$ cat src/sdc_pkg.sv
package sdc_pkg;

  localparam int NUM_IN      = 22;
  localparam int NUM_SP      = 8;
  localparam int FRAME_BITS  = 24;
  localparam int SEL_W       = 5;
  localparam int CMD_W       = 8;

  // Command byte, bits 23..16 of a frame
  localparam logic [7:0] CMD_SLEEP    = 8'h0C;
  localparam logic [7:0] CMD_SETTINGS = 8'h01;
  localparam logic [7:0] CMD_WETTING  = 8'h02;
  localparam logic [7:0] CMD_METALLIC = 8'h03;
  localparam logic [7:0] CMD_TRISTATE = 8'h04;
  localparam logic [7:0] CMD_ANALOG   = 8'h05;
  localparam logic [7:0] CMD_STATUS   = 8'h00;

  // Sleep frame fields
  localparam int WAKE_TMR_LSB = 3;
  localparam int SCAN_TMR_LSB = 0;
  localparam int TMR_W        = 3;

  // Analog frame fields
  localparam int ANA_SEL_LSB  = 0;
  localparam int ANA_CUR_LSB  = 5;

  // Reset values
  localparam logic [21:0] RST_TRI     = 22'h3F_FFFF;
  localparam logic [7:0]  RST_POL     = 8'hFF;
  localparam logic [21:0] RST_WET     = 22'h3F_FFFF;
  localparam logic [21:0] RST_HICUR   = 22'h3F_FFFF;
  localparam logic [4:0]  RST_ANA_SEL = 5'h1F;
  localparam logic [4:0]  ANA_NONE    = 5'h1F;

  // Timers: base tick 1 ms, wake period 32 ms << code, scan 1 ms << (code-1)
  localparam int CLK_HZ        = 20000000;
  localparam int TICK_US       = 1000;
  localparam int TICK_CYC      = CLK_HZ / 1000000 * TICK_US;
  localparam int WAKE_BASE_MS  = 32;
  localparam int SCAN_WIN_US   = 125;
  localparam int SCAN_WIN_CYC  = CLK_HZ / 1000000 * SCAN_WIN_US;

  typedef enum logic [1:0] {
    SDC_NORMAL = 2'b00,
    SDC_SLEEP  = 2'b01,
    SDC_SCAN   = 2'b10
  } sdc_mode_t;

  typedef enum logic [1:0] {
    SDC_ANA_HIZ  = 2'b00,
    SDC_ANA_LO   = 2'b01,
    SDC_ANA_HI   = 2'b10
  } sdc_ana_cur_t;

  typedef struct packed {
    logic [21:0] triState;
    logic [7:0]  polGnd;
    logic [21:0] wetEn;
    logic [21:0] hiCur;
  } sdc_cfg_t;

  typedef struct packed {
    logic [21:0] srcOn;
    logic [21:0] sinkOn;
    logic [21:0] hiCur;
  } sdc_drive_t;

endpackage

$ cat src/sdc_sync.sv
`timescale 1ns/1ps
module sdc_sync #(
  parameter int W = 1
) (
  input  wire logic         clk_sys,
  input  wire logic         rstn,
  input  wire logic [W-1:0] d,
  output logic      [W-1:0] q
);
  typedef struct packed {
    logic [W-1:0] s1;
    logic [W-1:0] s2;
  } sdc_sync_t;

  sdc_sync_t st;
  sdc_sync_t next_st;

  always_comb
  begin
    next_st.s1 = d;
    next_st.s2 = st.s1;
  end

  always_ff @(posedge clk_sys)
  begin
    // Reset loads the pin level so no false edge follows release
    if (!rstn)
      st <= {d, d};
    else
      st <= next_st;
  end

  assign q = st.s2;
endmodule // sdc_sync

$ cat src/sdc_timer.sv
`timescale 1ns/1ps
module sdc_timer (
  input  wire logic       clk_sys,
  input  wire logic       rstn,
  input  wire logic       run,
  input  wire logic [2:0] code,
  input  wire logic       isWake,
  output logic            expire
);
  typedef struct packed {
    logic [15:0] tick;
    logic [12:0] ms;
    logic        expire;
  } sdc_tmr_t;

  sdc_tmr_t st;
  sdc_tmr_t next_st;
  logic [12:0] limit;

  always_comb
  begin
    if (isWake)
      limit = 13'(sdc_pkg::WAKE_BASE_MS << code);
    else
      limit = (code == 3'h0) ? 13'h0000 : 13'(1 << (code - 3'h1));
  end

  always_comb
  begin
    next_st = st;
    next_st.expire = 1'b0;
    // Held in reset while run is low, and for the scan timer with code 0: no stale count leaks into the next nap
    if (!run || (!isWake && code == 3'h0))
    begin
      next_st.tick = '0;
      next_st.ms = '0;
    end
    else if (st.tick == 16'(sdc_pkg::TICK_CYC - 1))
    begin
      next_st.tick = '0;
      if (st.ms + 13'h0001 >= limit)
      begin
        next_st.ms = '0;
        next_st.expire = 1'b1;
      end
      else
        next_st.ms = st.ms + 13'h0001;
    end
    else
      next_st.tick = st.tick + 16'h0001;
  end

  always_ff @(posedge clk_sys)
  begin
    if (!rstn)
      st <= '0;
    else
      st <= next_st;
  end

  assign expire = st.expire;
endmodule // sdc_timer

$ cat src/sdc_switch_detect.sv
`timescale 1ns/1ps
// Function
// - One of 22 inputs routed to analog output by binary code in analog command.
// - Analog selector changes only at the chip select rise ending the frame.
// - The analog-selected input reads 0 in following serial status words.
// - Analog input current selectable: high impedance, 2.0 mA or 16 mA.
// - After reset Normal mode with every input tri-stated.
// - Programmable inputs source or sink according to polarity setting.
// - Battery-polarity programmable input out of tri-state pulls pin low.
// - Ground polarity sources current; battery polarity sinks current.
// - Tri-stated ground-switch input held low reports 1 in status.
// - Ground switch out of tri-state sources current; tri-state turns it off.
// - Configuration commands accepted in Normal mode; host sends them there.
// - No serial wake-up while logic supply is absent.
// - Falling chip select with logic supply present returns device from Sleep to Normal; ignored in Scan.
// - Parallel devices are selected independently and sleep one after another.
// - Sleep command takes effect at the chip select rise ending the frame.
// - Wake line high in Sleep mode, low in Normal and Scan modes; falling wake line wakes device.
// - Switch change during sleep frame keeps device out of Sleep mode.
// - Supply-monitor reset gives Normal mode with default registers.
// - Sleep frame bits 5..3 wake interval, bits 2..0 scan interval.
// - Sleep exits on switch change, timer, wake or interrupt fall, chip select, reset.
// - Wake-up and scan timers inactive in Normal mode.
module sdc_switch_detect (
  input  wire logic        clk_sys,
  input  wire logic        rstn,
  input  wire logic        spiClk,
  input  wire logic        chipSelN,
  input  wire logic        serialIn,
  output logic             serialOut,
  input  wire logic        logicSupplyOk,
  input  wire logic [21:0] switchIn,
  input  wire logic        wakeIn,
  output logic             wakeOut,
  output logic             wakeOutEn,
  input  wire logic        irqIn,
  output logic             irqOutN,
  output logic [4:0]       analogSelect,
  output logic [1:0]       analogCurrent,
  output sdc_pkg::sdc_drive_t drive,
  output logic             sleeping
);
  typedef struct packed {
    logic                  sclkD;
    logic                  csD;
    logic                  wakeD;
    logic                  irqD;
    logic [23:0]           shiftIn;
    logic [23:0]           shiftOut;
    logic                  so;
    logic                  swChg;
    sdc_pkg::sdc_mode_t    mode;
    sdc_pkg::sdc_cfg_t     cfg;
    logic [4:0]            anaSel;
    logic [1:0]            anaCur;
    logic [2:0]            wakeCode;
    logic [2:0]            scanCode;
    logic [21:0]           sleepRef;
    logic [11:0]           scanCnt;
    logic                  irq;
  } sdc_state_t;

  sdc_state_t st;
  sdc_state_t next_st;
  logic [27:0] synIn;
  logic [21:0] sw;
  logic sclk, cs, wk, irqPin;
  logic sin, supOk;
  logic wakeExp, scanExp;
  logic [21:0] status;

  // Data and supply ride with the clock so they stay aligned to its edges
  sdc_sync #(.W(28)) u_sync (
    .clk_sys (clk_sys),
    .rstn    (rstn),
    .d       ({spiClk, chipSelN, wakeIn, irqIn, serialIn, logicSupplyOk, switchIn}),
    .q       (synIn)
  );
  assign {sclk, cs, wk, irqPin, sin, supOk, sw} = synIn;

  sdc_timer u_wake (
    .clk_sys (clk_sys),
    .rstn    (rstn),
    .run     (st.mode != sdc_pkg::SDC_NORMAL),
    .code    (st.wakeCode),
    .isWake  (1'b1),
    .expire  (wakeExp)
  );

  sdc_timer u_scan (
    .clk_sys (clk_sys),
    .rstn    (rstn),
    .run     (st.mode == sdc_pkg::SDC_SLEEP),
    .code    (st.scanCode),
    .isWake  (1'b0),
    .expire  (scanExp)
  );

  // Status: closed switch reads 1; analog channel masked
  function automatic logic [21:0] statusWord(input logic [21:0] pins, input logic [7:0] polGnd,
                                              input logic [4:0] sel);
    logic [21:0] w;
    w = ~pins;
    for (int i = 0; i < sdc_pkg::NUM_SP; i++)
      if (!polGnd[i])
        w[i] = pins[i];
    if (sel < 5'(sdc_pkg::NUM_IN))
      w[sel] = 1'b0;
    return w;
  endfunction

  assign status = statusWord(sw, st.cfg.polGnd, st.anaSel);

  always_comb
  begin
    logic sRise, sFall, csRise, csFall;
    logic [7:0] cmd;
    logic [23:0] fr;
    sRise = sclk && !st.sclkD;
    sFall = !sclk && st.sclkD;
    csRise = cs && !st.csD;
    csFall = !cs && st.csD;
    next_st = st;
    next_st.sclkD = sclk;
    next_st.csD = cs;
    next_st.wakeD = wk;
    next_st.irqD = irqPin;
    fr = st.shiftIn;
    cmd = fr[23:16];
    if (csFall)
    begin
      next_st.shiftOut = {2'b00, status};
      // Reply bit 23 is always 0: it stands before the first clock
      next_st.so = 1'b0;
      next_st.swChg = 1'b0;
    end
    else if (!cs && sRise)
    begin
      next_st.shiftIn = {st.shiftIn[22:0], sin};
      // Received bits follow the reply out, so chained parts act as one register
      next_st.shiftOut = {st.shiftOut[22:0], sin};
    end
    else if (!cs && sFall)
      next_st.so = st.shiftOut[23];
    // Change seen while the frame shifts blocks a sleep entry
    if (!cs && status != statusWord(st.sleepRef, st.cfg.polGnd, st.anaSel) && !csFall)
      next_st.swChg = 1'b1;
    if (csFall || st.mode == sdc_pkg::SDC_NORMAL)
      next_st.sleepRef = sw;
    case (st.mode)
      sdc_pkg::SDC_NORMAL:
      begin
        if (csRise)
        begin
          if (cmd == sdc_pkg::CMD_SLEEP && !st.swChg)
          begin
            next_st.mode = sdc_pkg::SDC_SLEEP;
            next_st.wakeCode = fr[sdc_pkg::WAKE_TMR_LSB +: sdc_pkg::TMR_W];
            next_st.scanCode = fr[sdc_pkg::SCAN_TMR_LSB +: sdc_pkg::TMR_W];
          end
          else if (cmd == sdc_pkg::CMD_SETTINGS)
            next_st.cfg.polGnd = fr[7:0];
          else if (cmd == sdc_pkg::CMD_WETTING)
            next_st.cfg.wetEn = fr[21:0];
          else if (cmd == sdc_pkg::CMD_METALLIC)
            next_st.cfg.hiCur = fr[21:0];
          else if (cmd == sdc_pkg::CMD_TRISTATE)
            next_st.cfg.triState = fr[21:0];
          else if (cmd == sdc_pkg::CMD_ANALOG)
          begin
            next_st.anaSel = fr[sdc_pkg::ANA_SEL_LSB +: sdc_pkg::SEL_W];
            next_st.anaCur = fr[sdc_pkg::ANA_CUR_LSB +: 2];
          end
        end
      end
      sdc_pkg::SDC_SLEEP:
      begin
        if (wakeExp || (!wk && st.wakeD) || (supOk && csFall)
            || (supOk && wk && !irqPin && st.irqD))
          next_st.mode = sdc_pkg::SDC_NORMAL;
        else if (scanExp)
        begin
          next_st.mode = sdc_pkg::SDC_SCAN;
          next_st.scanCnt = '0;
        end
      end
      sdc_pkg::SDC_SCAN:
      begin
        // Short window lets inputs settle before compare
        if (st.scanCnt == 12'(sdc_pkg::SCAN_WIN_CYC - 1))
          next_st.mode = (sw != st.sleepRef) ? sdc_pkg::SDC_NORMAL : sdc_pkg::SDC_SLEEP;
        else if (wakeExp || (!wk && st.wakeD))
          next_st.mode = sdc_pkg::SDC_NORMAL;
        else
          next_st.scanCnt = st.scanCnt + 12'h001;
      end
      default: next_st.mode = sdc_pkg::SDC_NORMAL;
    endcase
    next_st.irq = (st.mode != sdc_pkg::SDC_NORMAL) && (next_st.mode == sdc_pkg::SDC_NORMAL);
  end

  always_ff @(posedge clk_sys)
  begin
    if (!rstn)
    begin
      st <= '0;
      st.sclkD <= 1'b0;
      st.csD <= 1'b1;
      // Own pin holds the wake line low while awake
      st.wakeD <= 1'b0;
      st.irqD <= 1'b1;
      st.mode <= sdc_pkg::SDC_NORMAL;
      st.cfg.triState <= sdc_pkg::RST_TRI;
      st.cfg.polGnd <= sdc_pkg::RST_POL;
      st.cfg.wetEn <= sdc_pkg::RST_WET;
      st.cfg.hiCur <= sdc_pkg::RST_HICUR;
      st.anaSel <= sdc_pkg::RST_ANA_SEL;
    end
    else
      st <= next_st;
  end

  // Drivers: scan window drives like Normal so inputs behave as programmed
  genvar g;
  generate
    for (g = 0; g < sdc_pkg::NUM_IN; g++)
    begin : g_drv
      logic act, ana;
      assign ana = (st.anaSel == 5'(g));
      assign act = (st.mode != sdc_pkg::SDC_SLEEP) && !st.cfg.triState[g];
      if (g < sdc_pkg::NUM_SP)
      begin : g_sp
        assign drive.srcOn[g] = ana ? (st.anaCur != 2'b00) : (act && st.cfg.polGnd[g]);
        assign drive.sinkOn[g] = !ana && act && !st.cfg.polGnd[g];
      end
      else
      begin : g_sg
        assign drive.srcOn[g] = ana ? (st.anaCur != 2'b00) : act;
        assign drive.sinkOn[g] = 1'b0;
      end
      assign drive.hiCur[g] = ana ? (st.anaCur == 2'b10) : st.cfg.hiCur[g];
    end
  endgenerate

  assign serialOut     = st.so;
  assign sleeping      = st.mode == sdc_pkg::SDC_SLEEP;
  assign wakeOut       = 1'b0;
  assign wakeOutEn     = (st.mode == sdc_pkg::SDC_SLEEP);
  assign irqOutN       = !st.irq;
  assign analogSelect  = st.anaSel;
  assign analogCurrent = st.anaCur;

  property p_sleep_entry;
    @(posedge clk_sys) disable iff (!rstn)
      (st.mode == sdc_pkg::SDC_NORMAL && next_st.mode == sdc_pkg::SDC_SLEEP) |-> (cs && !st.csD);
  endproperty
  a_sleep_entry: assert property (p_sleep_entry) else $error("Sleep entered off chip select rise");

  property p_ana_change;
    @(posedge clk_sys) disable iff (!rstn)
      $changed(st.anaSel) |-> $past(cs && !st.csD);
  endproperty
  a_ana_change: assert property (p_ana_change) else $error("Analog select moved off frame end");

  property p_status_mask;
    @(posedge clk_sys) disable iff (!rstn)
      (st.anaSel < 5'd22) |-> status[st.anaSel] == 1'b0;
  endproperty
  a_status_mask: assert property (p_status_mask) else $error("Analog input status not zero");

  property p_timers_idle;
    @(posedge clk_sys) disable iff (!rstn)
      (st.mode == sdc_pkg::SDC_NORMAL) ##1 (st.mode == sdc_pkg::SDC_NORMAL) |-> !wakeExp && !scanExp;
  endproperty
  a_timers_idle: assert property (p_timers_idle) else $error("Timer fired in Normal mode");

  property p_wake_pin;
    @(posedge clk_sys) disable iff (!rstn)
      wakeOutEn == (st.mode == sdc_pkg::SDC_SLEEP) && wakeOut == 1'b0;
  endproperty
  a_wake_pin: assert property (p_wake_pin) else $error("Wake line wrong for mode");

  property p_no_spi_wake;
    @(posedge clk_sys) disable iff (!rstn)
      (st.mode == sdc_pkg::SDC_SLEEP && !supOk && wk && !wakeExp && !scanExp)
        |=> st.mode == sdc_pkg::SDC_SLEEP;
  endproperty
  a_no_spi_wake: assert property (p_no_spi_wake) else $error("Woke without supply");

  property p_cs_wake;
    @(posedge clk_sys) disable iff (!rstn)
      (st.mode == sdc_pkg::SDC_SLEEP && supOk && !cs && st.csD) |=> st.mode == sdc_pkg::SDC_NORMAL;
  endproperty
  a_cs_wake: assert property (p_cs_wake) else $error("Chip select fall did not wake");

  property p_race;
    @(posedge clk_sys) disable iff (!rstn)
      (st.mode == sdc_pkg::SDC_NORMAL && st.swChg && cs && !st.csD) |=> st.mode != sdc_pkg::SDC_SLEEP;
  endproperty
  a_race: assert property (p_race) else $error("Slept despite switch change");

  property p_reset_tri;
    @(posedge clk_sys) $rose(rstn) |-> st.cfg.triState == sdc_pkg::RST_TRI && st.mode == sdc_pkg::SDC_NORMAL;
  endproperty
  a_reset_tri: assert property (p_reset_tri) else $error("Reset state wrong");
endmodule // sdc_switch_detect

$ cat config.mk
export PLATFORM = sky130hd
export DESIGN_NAME = sdc_switch_detect
export DESIGN_NICKNAME = d
export VERILOG_FILES = /design/src/sdc_pkg.sv /design/src/sdc_sync.sv /design/src/sdc_timer.sv /design/src/sdc_switch_detect.sv
export SDC_FILE = /design/constraint.sdc
export NUM_CORES = 1
export LEC_CHECK = 0
export ABC_AREA = 1
export BUFFER_PORTS_ARGS = -buffer_cell sky130_fd_sc_hd__buf_2
export CORE_MARGIN = 4
export CORE_UTILIZATION = 50
export DETAILED_ROUTE_END_ITERATION = 16
export PLACE_DENSITY = 0.72
export SKIP_CTS_REPAIR_TIMING = 1
export SKIP_LAST_GASP = 1
export SLEW_MARGIN = 5
export SYNTH_ARGS = -nofsm -noshare
export SYNTH_HDL_FRONTEND = slang
export SYNTH_HIERARCHICAL = 1
export SYNTH_SLANG_ARGS = --single-unit
$ cat constraint.sdc
create_clock -name clk_sys -period 2.9 [get_ports clk_sys]
set_input_delay 0.145 -clock clk_sys [delete_from_list [all_inputs] [get_ports clk_sys]]
set_output_delay 0.145 -clock clk_sys [all_outputs]
set_load 0.05 [all_outputs]
# Yosys cells after proc, flatten, opt, wreduce, memory -nomap -nowiden
# Cells that the tools add are included.
[word_totals]
out_inout_bits = 78
in_bits = 30
ff_bits = 294
[op_classes]
magnitude_cmp = 5
bitwise = 15
n_eq_ne = 40
addsub = 6
shift = 2
reduce_logical = 140
muxes = 103
[op_table]
columns = ["cell", "n"]
rows = [
  ["2-to-1 mux 22 bit", 9],
  ["2-to-1 mux 89 bit", 1],
  ["2-to-1 mux 81 bit", 1],
  ["2-to-1 mux 1 bit", 68],
  ["NOT 22 bit", 3],
  ["logical AND 1 bit", 62],
  ["2-to-1 mux 51 bit", 1],
  ["logical NOT 1 bit", 48],
  ["2-to-1 mux 12 bit", 4],
  ["bitwise AND 22 bit", 2],
  ["!= test 22 bit", 2],
  ["== test 5 x 4 -> 1 bit (second input constant)", 8],
  ["2-to-1 mux 13 bit", 3],
  ["adder 16 x 1 -> 16 bit (second input constant)", 2],
  ["== test 16 x 15 -> 1 bit (second input constant)", 2],
  ["== test 5 bit (second input constant)", 6],
  ["2-to-1 mux 29 bit", 1],
  ["2-to-1 mux 28 bit", 1],
  ["adder 13 x 1 -> 13 bit (second input constant)", 2],
  [">= comparator 13 bit", 2],
  ["case mux 12 bit (2 select lines)", 1],
  ["2-to-1 mux 23 bit", 1],
  ["2-to-1 mux 7 bit", 3],
  ["== test 5 x 3 -> 1 bit (second input constant)", 4],
  ["other kinds (38)", 74],
]

# Longest topological paths before layout
# Gate-level depths: netlist (run 1).
[depth]
depth_word = 11
depth_mapped = 17

# Hierarchy
# Netlist (run 1), hierarchy kept.
[modules_own_cells]
columns = ["mod", "instances", "area_per_inst_um2", "seq_area_each_um2", "cells_per_inst"]
rows = [
  ["sdc_switch_detect", 1, 7664.9, 3123.0, 1111],
  ["sdc_timer at u_scan", 1, 2152.1, 600.6, 308],
  ["sdc_timer at u_wake", 1, 2112.0, 600.6, 321],
  ["sdc_sync", 1, 1496.4, 1121.1, 146],
]

# Least setup slack after synthesis (run 1)
# No wires, ideal clock.
[synth_path]
kind = "reg2out"
from = "register, netlist name st[123]"
to = "output port drive[44] (netlist bit)"
arrival_time_ns = 2.244
path_buffers = 2
setup_slack_ns = 0.511
stages_incl_launch_ff = 8
path_cell_list = "dfxtp_1 inv_1 ha_1 clkbuf_1 clkbuf_1 nor2_1 nand2_1 o22ai_1"
[synth_lines]
columns = ["item", "line", "source"]
rows = [
  ["end: declaration", "sdc_switch_detect.sv:40", "output sdc_pkg::sdc_drive_t drive,"],
]

==> impl_metrics.env, run 1 <==
export IMPL_die_y_um=171.9
export IMPL_cts_tree="built"
export IMPL_path_class="reg -> out"
export IMPL_max_freq_ghz=0.4011
export IMPL_finalWirelength_um=32430
export IMPL_pwr_share_clk=0.455
export IMPL_tns_ns=0
export IMPL_synth_enable_flop_cells=0
export IMPL_p_int_mw=6.305
export IMPL_antenna_found_initial=0
export IMPL_initial_core_util=0.5123
export IMPL_synth_seq_cells=272
export IMPL_cts_path_max_buffers=3
export IMPL_netlist_area_mm2=0.01343
export IMPL_portBuffers=92
export IMPL_stdcell_area_mm2=0.01520
export IMPL_place_area_mm2=0.01395
export IMPL_tightest_slew_ns=1.215
export IMPL_cts_buffers=29
export IMPL_drive_gt1_frac=0.1137
export IMPL_cts_max_level=1
export IMPL_vias=12040
export IMPL_rrSetupSlack_ns=0.45
export IMPL_ys_warn_count=6
export IMPL_place_hpwl_um=22810
export IMPL_setup_violations_final=0
export IMPL_slew_headroom=0.1894
export IMPL_clk_pin_slew_ns=0.06
export IMPL_drc=0
export IMPL_p_per_area_mw_per_mm2=539.9
export IMPL_drt_initial_drc_count=698
export IMPL_maxCapViolCount=0
export IMPL_async_flop_share=0
export IMPL_place_congestion=0.8615
export IMPL_cts_sinks=272
export IMPL_rsz0062_at_grt="no"
export IMPL_combPwrFrac=0.065
export IMPL_status="complete, no violations"
export IMPL_ys_top_cells_by_area="dfxtp_1, nand2_1, inv_1"
export IMPL_nNetsFinal=2043
export IMPL_cp_arrival_ns=2.35
export IMPL_p_sw_mw=1.901
export IMPL_drtAntennaViolNets=0
export IMPL_startpoint_type="register"
export IMPL_pin_count=108
export IMPL_via_per_inst=5.163
export IMPL_finalCritPeriodShare=0.8598
export IMPL_vdd_drop_max_uv=482.7
export IMPL_hold_viol_final=0
export IMPL_hp_class="in -> reg"
export IMPL_core_mm2=0.02621
export IMPL_dieArea_mm2=0.02954
export IMPL_overflow=0
export IMPL_slew_viol_final=0
export IMPL_die_x_um=171.9
export IMPL_required_ns=2.76
export IMPL_synth_largest_area_cell="dfxtp_1"
export IMPL_clk_root_buffer_cell="clkbuf_16"
export IMPL_worstPathMaxFanout=19
export IMPL_swShare=0.2317
export IMPL_drt_pre_antenna_iters=5
export IMPL_clkLatencyLatePin_ns=0.54
export IMPL_synth_seq_area_share=0.4056
export IMPL_syn_inst=1886
export IMPL_areaGrowthSynthToFinish_pct=13.22
export IMPL_p_seq_frac=0.479
export IMPL_synthFlopType="dfxtp_1"
export IMPL_synth_cell_types=46
export IMPL_power_leakage_nw=6.859
export IMPL_num_rows=59
export IMPL_first_global_vias=11035
export IMPL_syn_area_per_cell_um2=7.118
export IMPL_synth_common_cells="nand2_1, dfxtp_1, inv_1"
export IMPL_synth_top_area_frac=0.4056
export IMPL_grt_pass1_wl_um=52770
export IMPL_grt_use_total=0.2134
export IMPL_grt_max_degree=97
export IMPL_antenna_cells=0
export IMPL_synth_most_common_cell="nand2_1"
export IMPL_wl_per_cell_um=13.90
export IMPL_fin_crit_ns=2.493
export IMPL_skew_ns=0.008211
export IMPL_worst_setup_path_end_kind="output port"
==> cell usage in the layout, fill, tap and decap left out, types with 11 or more instances in the layout <==
cell	count
nor2_2	14
a21oi_1	93
buf_2	91
xnor2_1	16
xor2_1	32
o21ai_0	117
o22ai_1	11
a31oi_1	13
ha_1	35
nor2_1	170
dfxtp_1	272
nand3_1	94
clkbuf_16	29
inv_2	19
nand2_1	512
inv_1	218
nand4_1	38
o211ai_1	49
nor3_1	20
conb_1	21
dlygate4sd3_1	28
==> worst max-delay path, cell delays in order, from the launching register on <==
cell and delay [ns]:
dfxtp_1 0.43, ha_1 0.37, buf_4 0.37, inv_1 0.18, nand3_1 0.11, o21ai_0 0.11
buf_2 0.23
==> logic make-up after synthesis <==
kind of cell / after synthesis / share of synthesized area
simple gates: 892 / 0.2927
fa+ha+maj: 35 / 0.03262
buf+inv: 332 / 0.1085
compound gates: 305 / 0.1287
xor+xnor: 48 / 0.03131
flops: 272 / 0.4056
other cells: 2 / 0.0005594
==> final timing paths <==
kind	from	end	depth (start not counted)
setup / recovery	st[122]$_SDFF_PN0_	drive[61]	6
hold / removal	rstn	st[176]$_SDFF_PN1_	2
setup reg to reg	u_scan/st[1]$_SDFFE_PP0N_	u_scan/st[7]$_SDFFE_PP0N_	16
hold reg to reg	u_sync/next_st[22]$_DFF_P_	u_sync/q[22]$_DFF_P_	2
==> through the flow <==
stage / setup WS (ns) / total power [mW] / hold slack (ns) / util / instances
6_report: 0.4066 / 8.206 / 0.02366 / 0.5800 / 2332
5_1_grt: 0.09189 / 8.525 / 0.02224 / 0.5800 / 2332
4_1_cts: 0.4196 / 8.255 / -0.3020 / 0.5693 / 2304
3_5_place_dp: 0.4500 / 4.518 / 0.2636 / 0.5325 / 2254
3_3_place_gp: 0.5765 / 4.506 / 0.2630 / 0.5325 / 2254
2_1_floorplan: 0.5111 / 4.405 / 0.1727 / - / 1905
==> layer usage <==
metal | up-vias | share of wire | track usage | routed length [um]
li1 | 6209 | - | - | -
met1 | 5473 | 0.43 | 0.2701 | 14020
met2 | 303 | 0.49 | 0.3820 | 15920
met3 | 55 | 0.052 | 0.02766 | 1686
met4 | 0 | 0.025 | 0.06186 | 800
met5 | - | 0 | 0 | 0
==> sequential cells by signal, summed over array words and instances (netlist names) <==
signal,count
serialOut,1
u_scan/expire,1
analogSelect,5
u_scan/st,29
u_wake/st,29
u_sync/next_st,28
analogCurrent,2
u_sync/q,28
st,148
u_wake/expire,1
==> power groups by stage <==
stage               combinational [mW]  clock [mW]  sequential (mW)
floorplan                        0.414           0             3.99
global placement                 0.494           0             4.01
detailed placement               0.503           0             4.02
CTS                              0.506        3.81             3.93
global route                     0.609        3.97             3.94
finish                           0.537        3.73             3.93
==> layout make-up <==
| type | instances | area [um^2] |
|---|---|---|
| fillers | 2408 | 11010 |
| multi-input cells | 1301 | 6603 |
| flip-flops and latches | 272 | 5445 |
| inverters | 243 | 917.1 |
| repair buffers | 131 | 850.8 |
| clock buffers | 40 | 837.1 |
| well taps | 335 | 419.2 |
| clock inverters | 10 | 127.6 |
No activity file was read; power rests on OpenSTA's default activity.
==> run 2: changes to the inputs <==
Settings changed: CORE_MARGIN 4 to 5, CORE_UTILIZATION 50 to 40, PLACE_DENSITY 0.72 to 0.61.
==> impl_metrics.env, run 2 (synthesis results as in run 1) <==
export IMPL_status="complete, no violations"
export IMPL_areaGrowthSynthToFinish_pct=15.49
export IMPL_p_per_area_mw_per_mm2=559.7
export IMPL_top_regs="st: 148 flops, u_scan/st: 29 flops, u_wake/st: 29 flops"
export IMPL_worst_setup_path_end_kind="output port"
export IMPL_place_congestion=0.8493
export IMPL_die_y_um=193.2
export IMPL_clk_root_buffer_cell="clkbuf_16"
export IMPL_mostFrequentLayoutCells="nand2_1, dfxtp_1, inv_1"
export IMPL_power_leakage_nw=6.938
export IMPL_grt_use_total=0.1746
export IMPL_portBuffers=92
export IMPL_drt_initial_drc_count=550
export IMPL_clkLatencyLatePin_ns=0.58
export IMPL_fin_crit_ns=2.618
export IMPL_drive_gt1_frac=0.1186
export IMPL_wl_met1_um=15110
export IMPL_combPwrFrac=0.062
export IMPL_finalCritPeriodShare=0.9029
export IMPL_required_ns=2.76
export IMPL_setup_violations_final=0
export IMPL_regMostFlops="st"
export IMPL_tns_ns=0
export IMPL_routed_top_layer="met4"
export IMPL_drc=0
export IMPL_stdcell_area_mm2=0.01550
export IMPL_p_seq_frac=0.454
export IMPL_drt_pre_antenna_iters=5
export IMPL_max_freq_ghz=0.3819
export IMPL_maxCapViolCount=0
export IMPL_met2WireLength_um=16670
export IMPL_rsz0062_at_grt="no"
export IMPL_slew_headroom=0.4856
export IMPL_initial_core_util=0.4024
export IMPL_tightest_slew_ns=0.7708
export IMPL_p_sw_mw=2.052
export IMPL_dieArea_mm2=0.03733
export IMPL_worstPathMaxFanout=17
export IMPL_swShare=0.2365
export IMPL_cp_arrival_ns=2.47
export IMPL_vias=11894
export IMPL_cts_max_level=1
export IMPL_place_ws_ns=0.5023
export IMPL_die_x_um=193.2
export IMPL_place_area_mm2=0.01410
export IMPL_utilization=0.4647
export IMPL_grt_max_degree=92
export IMPL_slew_viol_final=0
export IMPL_hold_viol_final=0
export IMPL_antenna_cells=0
export IMPL_place_hpwl_um=24330
export IMPL_skew_ns=0.02328
export IMPL_overflow=0
export IMPL_fin_ws_ns=0.2817
export IMPL_nNetsFinal=2046
export IMPL_clk_pin_slew_ns=0.06
export IMPL_vdd_drop_max_uv=470.9
export IMPL_wl_per_cell_um=13.86
export IMPL_finalWirelength_um=34010
export IMPL_p_int_mw=6.626
export IMPL_first_global_vias=11250
export IMPL_pwr_share_clk=0.484
export IMPL_via_per_inst=4.847
export IMPL_antenna_found_initial=0
export IMPL_rrSetupSlack_ns=0.49
export IMPL_largest_register_ffs=148
export IMPL_met3_length_um=1277
export IMPL_cts_buffers=31
export IMPL_hp_class="in -> reg"
export IMPL_core_mm2=0.03336
export IMPL_num_rows=67
export IMPL_drtAntennaViolNets=0
export IMPL_cts_sinks=272
export IMPL_grt_pass1_wl_um=55880
export IMPL_path_class="reg -> out"
export IMPL_cts_path_max_buffers=3
export IMPL_startpoint_type="register"
export IMPL_layout_commonest_cell="nand2_1"
export IMPL_pin_count=108
export IMPL_cts_tree="built"
## run 2: changes by cell type in the layout (fill, tap and decap cells not counted)
cell / change
inv_16: +1
clkinv_2: +4
clkbuf_1: -3
clkinvlp_4: +2
clkbuf_16: +2
dlygate4sd3_1: +1
bufinv_16: +2
## run 2: power by group through the flow
stage | Combinational (mW) | Sequential (mW) | Clock, mW
final | 0.538 | 3.94 | 4.20
after detailed placement | 0.506 | 4.02 | 0
after global placement | 0.500 | 4.02 | 0
after CTS | 0.510 | 3.94 | 4.32
after floorplan | 0.414 | 3.99 | 0
after global routing | 0.614 | 3.95 | 4.47
## run 2: final timing paths
kind | to | cells after the start | startpoint
min | u_sync/next_st[7]$_DFF_P_ | 2 | switchIn[7]
max | drive[62] | 6 | st[122]$_SDFF_PN0_
min reg2reg | st[174]$_SDFF_PN1_ | 2 | u_sync/q[24]$_DFF_P_
max reg2reg | u_scan/st[2]$_SDFFE_PP0N_ | 16 | u_scan/st[1]$_SDFFE_PP0N_
## run 2: area by class of cell
| class | count | area (um^2) |
|---|---|---|
| clock buffers | 39 | 875.8 |
| clock inverters | 19 | 242.7 |
| fillers | 3431 | 17860 |
| inverters | 243 | 917.1 |
| multi-input cells | 1301 | 6603 |
| flip-flops and latches | 272 | 5445 |
| well taps | 448 | 560.5 |
| repair buffers | 132 | 860.8 |
## run 2: through the flow
| step | hold WS, ns | total power, mW | std cells |
|---|---|---|---|
| after floorplan | 0.1727 | 4.405 | 1905 |
| after global placement | 0.2623 | 4.517 | 2367 |
| after detailed placement | 0.2624 | 4.525 | 2367 |
| after CTS | -0.3477 | 8.762 | 2425 |
| after global routing | 0.2023 | 9.035 | 2454 |
| final | 0.2120 | 8.678 | 2454 |
## run 2: layer usage
layer / GRT usage / up-vias
met1: 0.2177 / 5403
li1: - / 6220
met2: 0.3162 / 212
met3: 0.02366 / 59
met5: 0 / -
met4: 0.04799 / 0
## run 2: critical path, stage by stage (launching register included)
cell	delay, ns
dfxtp_1	0.42
ha_1	0.51
buf_4	0.37
inv_1	0.16
nand3_1	0.11
o21ai_0	0.11
buf_2	0.23
==> run 3: changes to the inputs <==
Settings changed: MAX_ROUTING_LAYER set to met4.
==> impl_metrics.env, run 3 (synthesis results as in run 1) <==
export IMPL_largest_register_ffs=148
export IMPL_nNetsFinal=2046
export IMPL_cts_max_level=1
export IMPL_cpMaxStageDelayCell="ha_1"
export IMPL_antenna_found_initial=0
export IMPL_p_int_mw=6.586
export IMPL_vdd_drop_max_uv=484.5
export IMPL_drc=0
export IMPL_finalWirelength_um=34240
export IMPL_dp_cells=2368
export IMPL_mostFrequentLayoutCells="nand2_1, dfxtp_1, inv_1"
export IMPL_fin_crit_ns=2.562
export IMPL_hp_class="in -> reg"
export IMPL_worstPathMaxFanout=17
export IMPL_max_freq_ghz=0.3903
export IMPL_place_congestion=0.8879
export IMPL_worst_setup_path_end_kind="output port"
export IMPL_rsz0062_at_grt="no"
export IMPL_tightest_slew_ns=0.7597
export IMPL_drive_gt1_frac=0.1167
export IMPL_crit_chain="ha_1, buf_4, inv_1, nand3_1, o21ai_0, buf_2"
export IMPL_die_y_um=193.2
export IMPL_tns_ns=0
export IMPL_skew_ns=0.05348
export IMPL_slew_headroom=0.4930
export IMPL_cts_buffers=30
export IMPL_cts_tree="built"
export IMPL_grt_pass1_wl_um=56080
export IMPL_drt_initial_drc_count=671
export IMPL_core_mm2=0.03336
export IMPL_slowest_delay_ns=0.50
export IMPL_p_per_area_mw_per_mm2=557.0
export IMPL_status="complete, no violations"
export IMPL_vias=11966
export IMPL_hold_viol_final=0
export IMPL_portBuffers=92
export IMPL_fillCellCount=3439
export IMPL_clkLatencyLatePin_ns=0.59
export IMPL_holdWs_ns=0.2020
export IMPL_cp_arrival_ns=2.42
export IMPL_cts_sinks=272
export IMPL_wl_per_cell_um=13.96
export IMPL_drtAntennaViolNets=0
export IMPL_antenna_cells=0
export IMPL_via_per_inst=4.878
export IMPL_pwr_share_clk=0.481
export IMPL_p_seq_frac=0.457
export IMPL_cts_path_max_buffers=3
export IMPL_layout_commonest_cell="nand2_1"
export IMPL_clk_pin_slew_ns=0.06
export IMPL_die_x_um=193.2
export IMPL_grt_use_total=0.1807
export IMPL_overflow=0
export IMPL_power_leakage_nw=6.920
export IMPL_combPwrFrac=0.062
export IMPL_layout_cells_non_filler=2453
export IMPL_first_global_vias=11244
export IMPL_areaGrowthSynthToFinish_pct=15.27
export IMPL_path_class="reg -> out"
export IMPL_setup_violations_final=0
export IMPL_multi_input_area_mm2=0.006603
export IMPL_pin_count=108
export IMPL_seqCellArea_mm2=0.005445
export IMPL_startpoint_type="register"
export IMPL_num_rows=67
export IMPL_required_ns=2.76
export IMPL_initial_core_util=0.4024
export IMPL_maxCapViolCount=0
export IMPL_dieArea_mm2=0.03733
export IMPL_drt_pre_antenna_iters=5
export IMPL_clk_root_buffer_cell="clkbuf_16"
export IMPL_place_hpwl_um=24550
export IMPL_slew_viol_final=0
export IMPL_p_sw_mw=2.034
export IMPL_finalCritPeriodShare=0.8836
export IMPL_top_regs="st: 148 flops, u_scan/st: 29 flops, u_wake/st: 29 flops"
export IMPL_regMostFlops="st"
export IMPL_swShare=0.2360
export IMPL_grt_max_degree=72
## run 3: changes by cell type in the layout (fill, tap and decap cells not counted), moves of 2 or more
cell,change
buf_4,+2
clkbuf_1,+3
clkbuf_8,-3
clkinv_2,-2
## run 3: routing by layer
layer | global-route usage | up-vias | wire length, um
li1 | - | 6215 | -
met2 | 0.3108 | 233 | 16750
met1 | 0.2221 | 5450 | 15070
met4 | 0.05639 | 0 | 1072
met3 | 0.02261 | 68 | 1346
met5 | - | - | 0
## run 3: final timing paths
kind	depth (start not counted)	startpoint	slack (ns)	to
max	6	st[122]$_SDFF_PN0_	0.34	drive[62]
min	2	switchIn[11]	0.20	u_sync/next_st[11]$_DFF_P_
max reg2reg	16	u_scan/st[1]$_SDFFE_PP0N_	0.45	u_scan/st[6]$_SDFFE_PP0N_
min reg2reg	2	u_sync/q[27]$_DFF_P_	0.39	st[177]$_SDFF_PN0_
## run 3: final cells by class
| type | count | share of cell area |
|---|---|---|
| Inverter | 243 | 0.05926 |
| Multi-Input combinational cell | 1301 | 0.4266 |
| Clock inverter | 18 | 0.01771 |
| Sequential cell | 272 | 0.3518 |
| Timing Repair Buffer | 133 | 0.05530 |
| Tap cell | 448 | 0.03622 |
| Clock buffer | 38 | 0.05304 |
## run 3: metrics by stage
stage	worst slack (ns)	instance area, um^2	util	power (mW)
floorplan	0.5111	13500	-	4.405
global route	0.1025	15480	0.4638	8.979
detailed placement	0.4820	14090	0.4223	4.525
global placement	0.5190	14090	0.4223	4.516
CTS	0.3033	15190	0.4551	8.702
finish	0.3376	15480	0.4638	8.621
## run 3: power by group through the flow
stage          Clock (mW)  Combinational (mW)  Sequential (mW)
2_1_floorplan           0               0.414             3.99
3_3_place_gp            0               0.498             4.02
3_5_place_dp            0               0.506             4.02
4_1_cts              4.26               0.509             3.94
5_1_grt              4.42               0.612             3.95
6_report             4.15               0.538             3.94
## run 3: critical path, delay by kind of cell (launching register included)
family	cells	cell delay (ns)
adders and majority gates	1	0.50
buffers and inverters	3	0.76
DFF	1	0.42
and+or+nand+nor	1	0.10
AOI/OAI and AO/OA	1	0.10
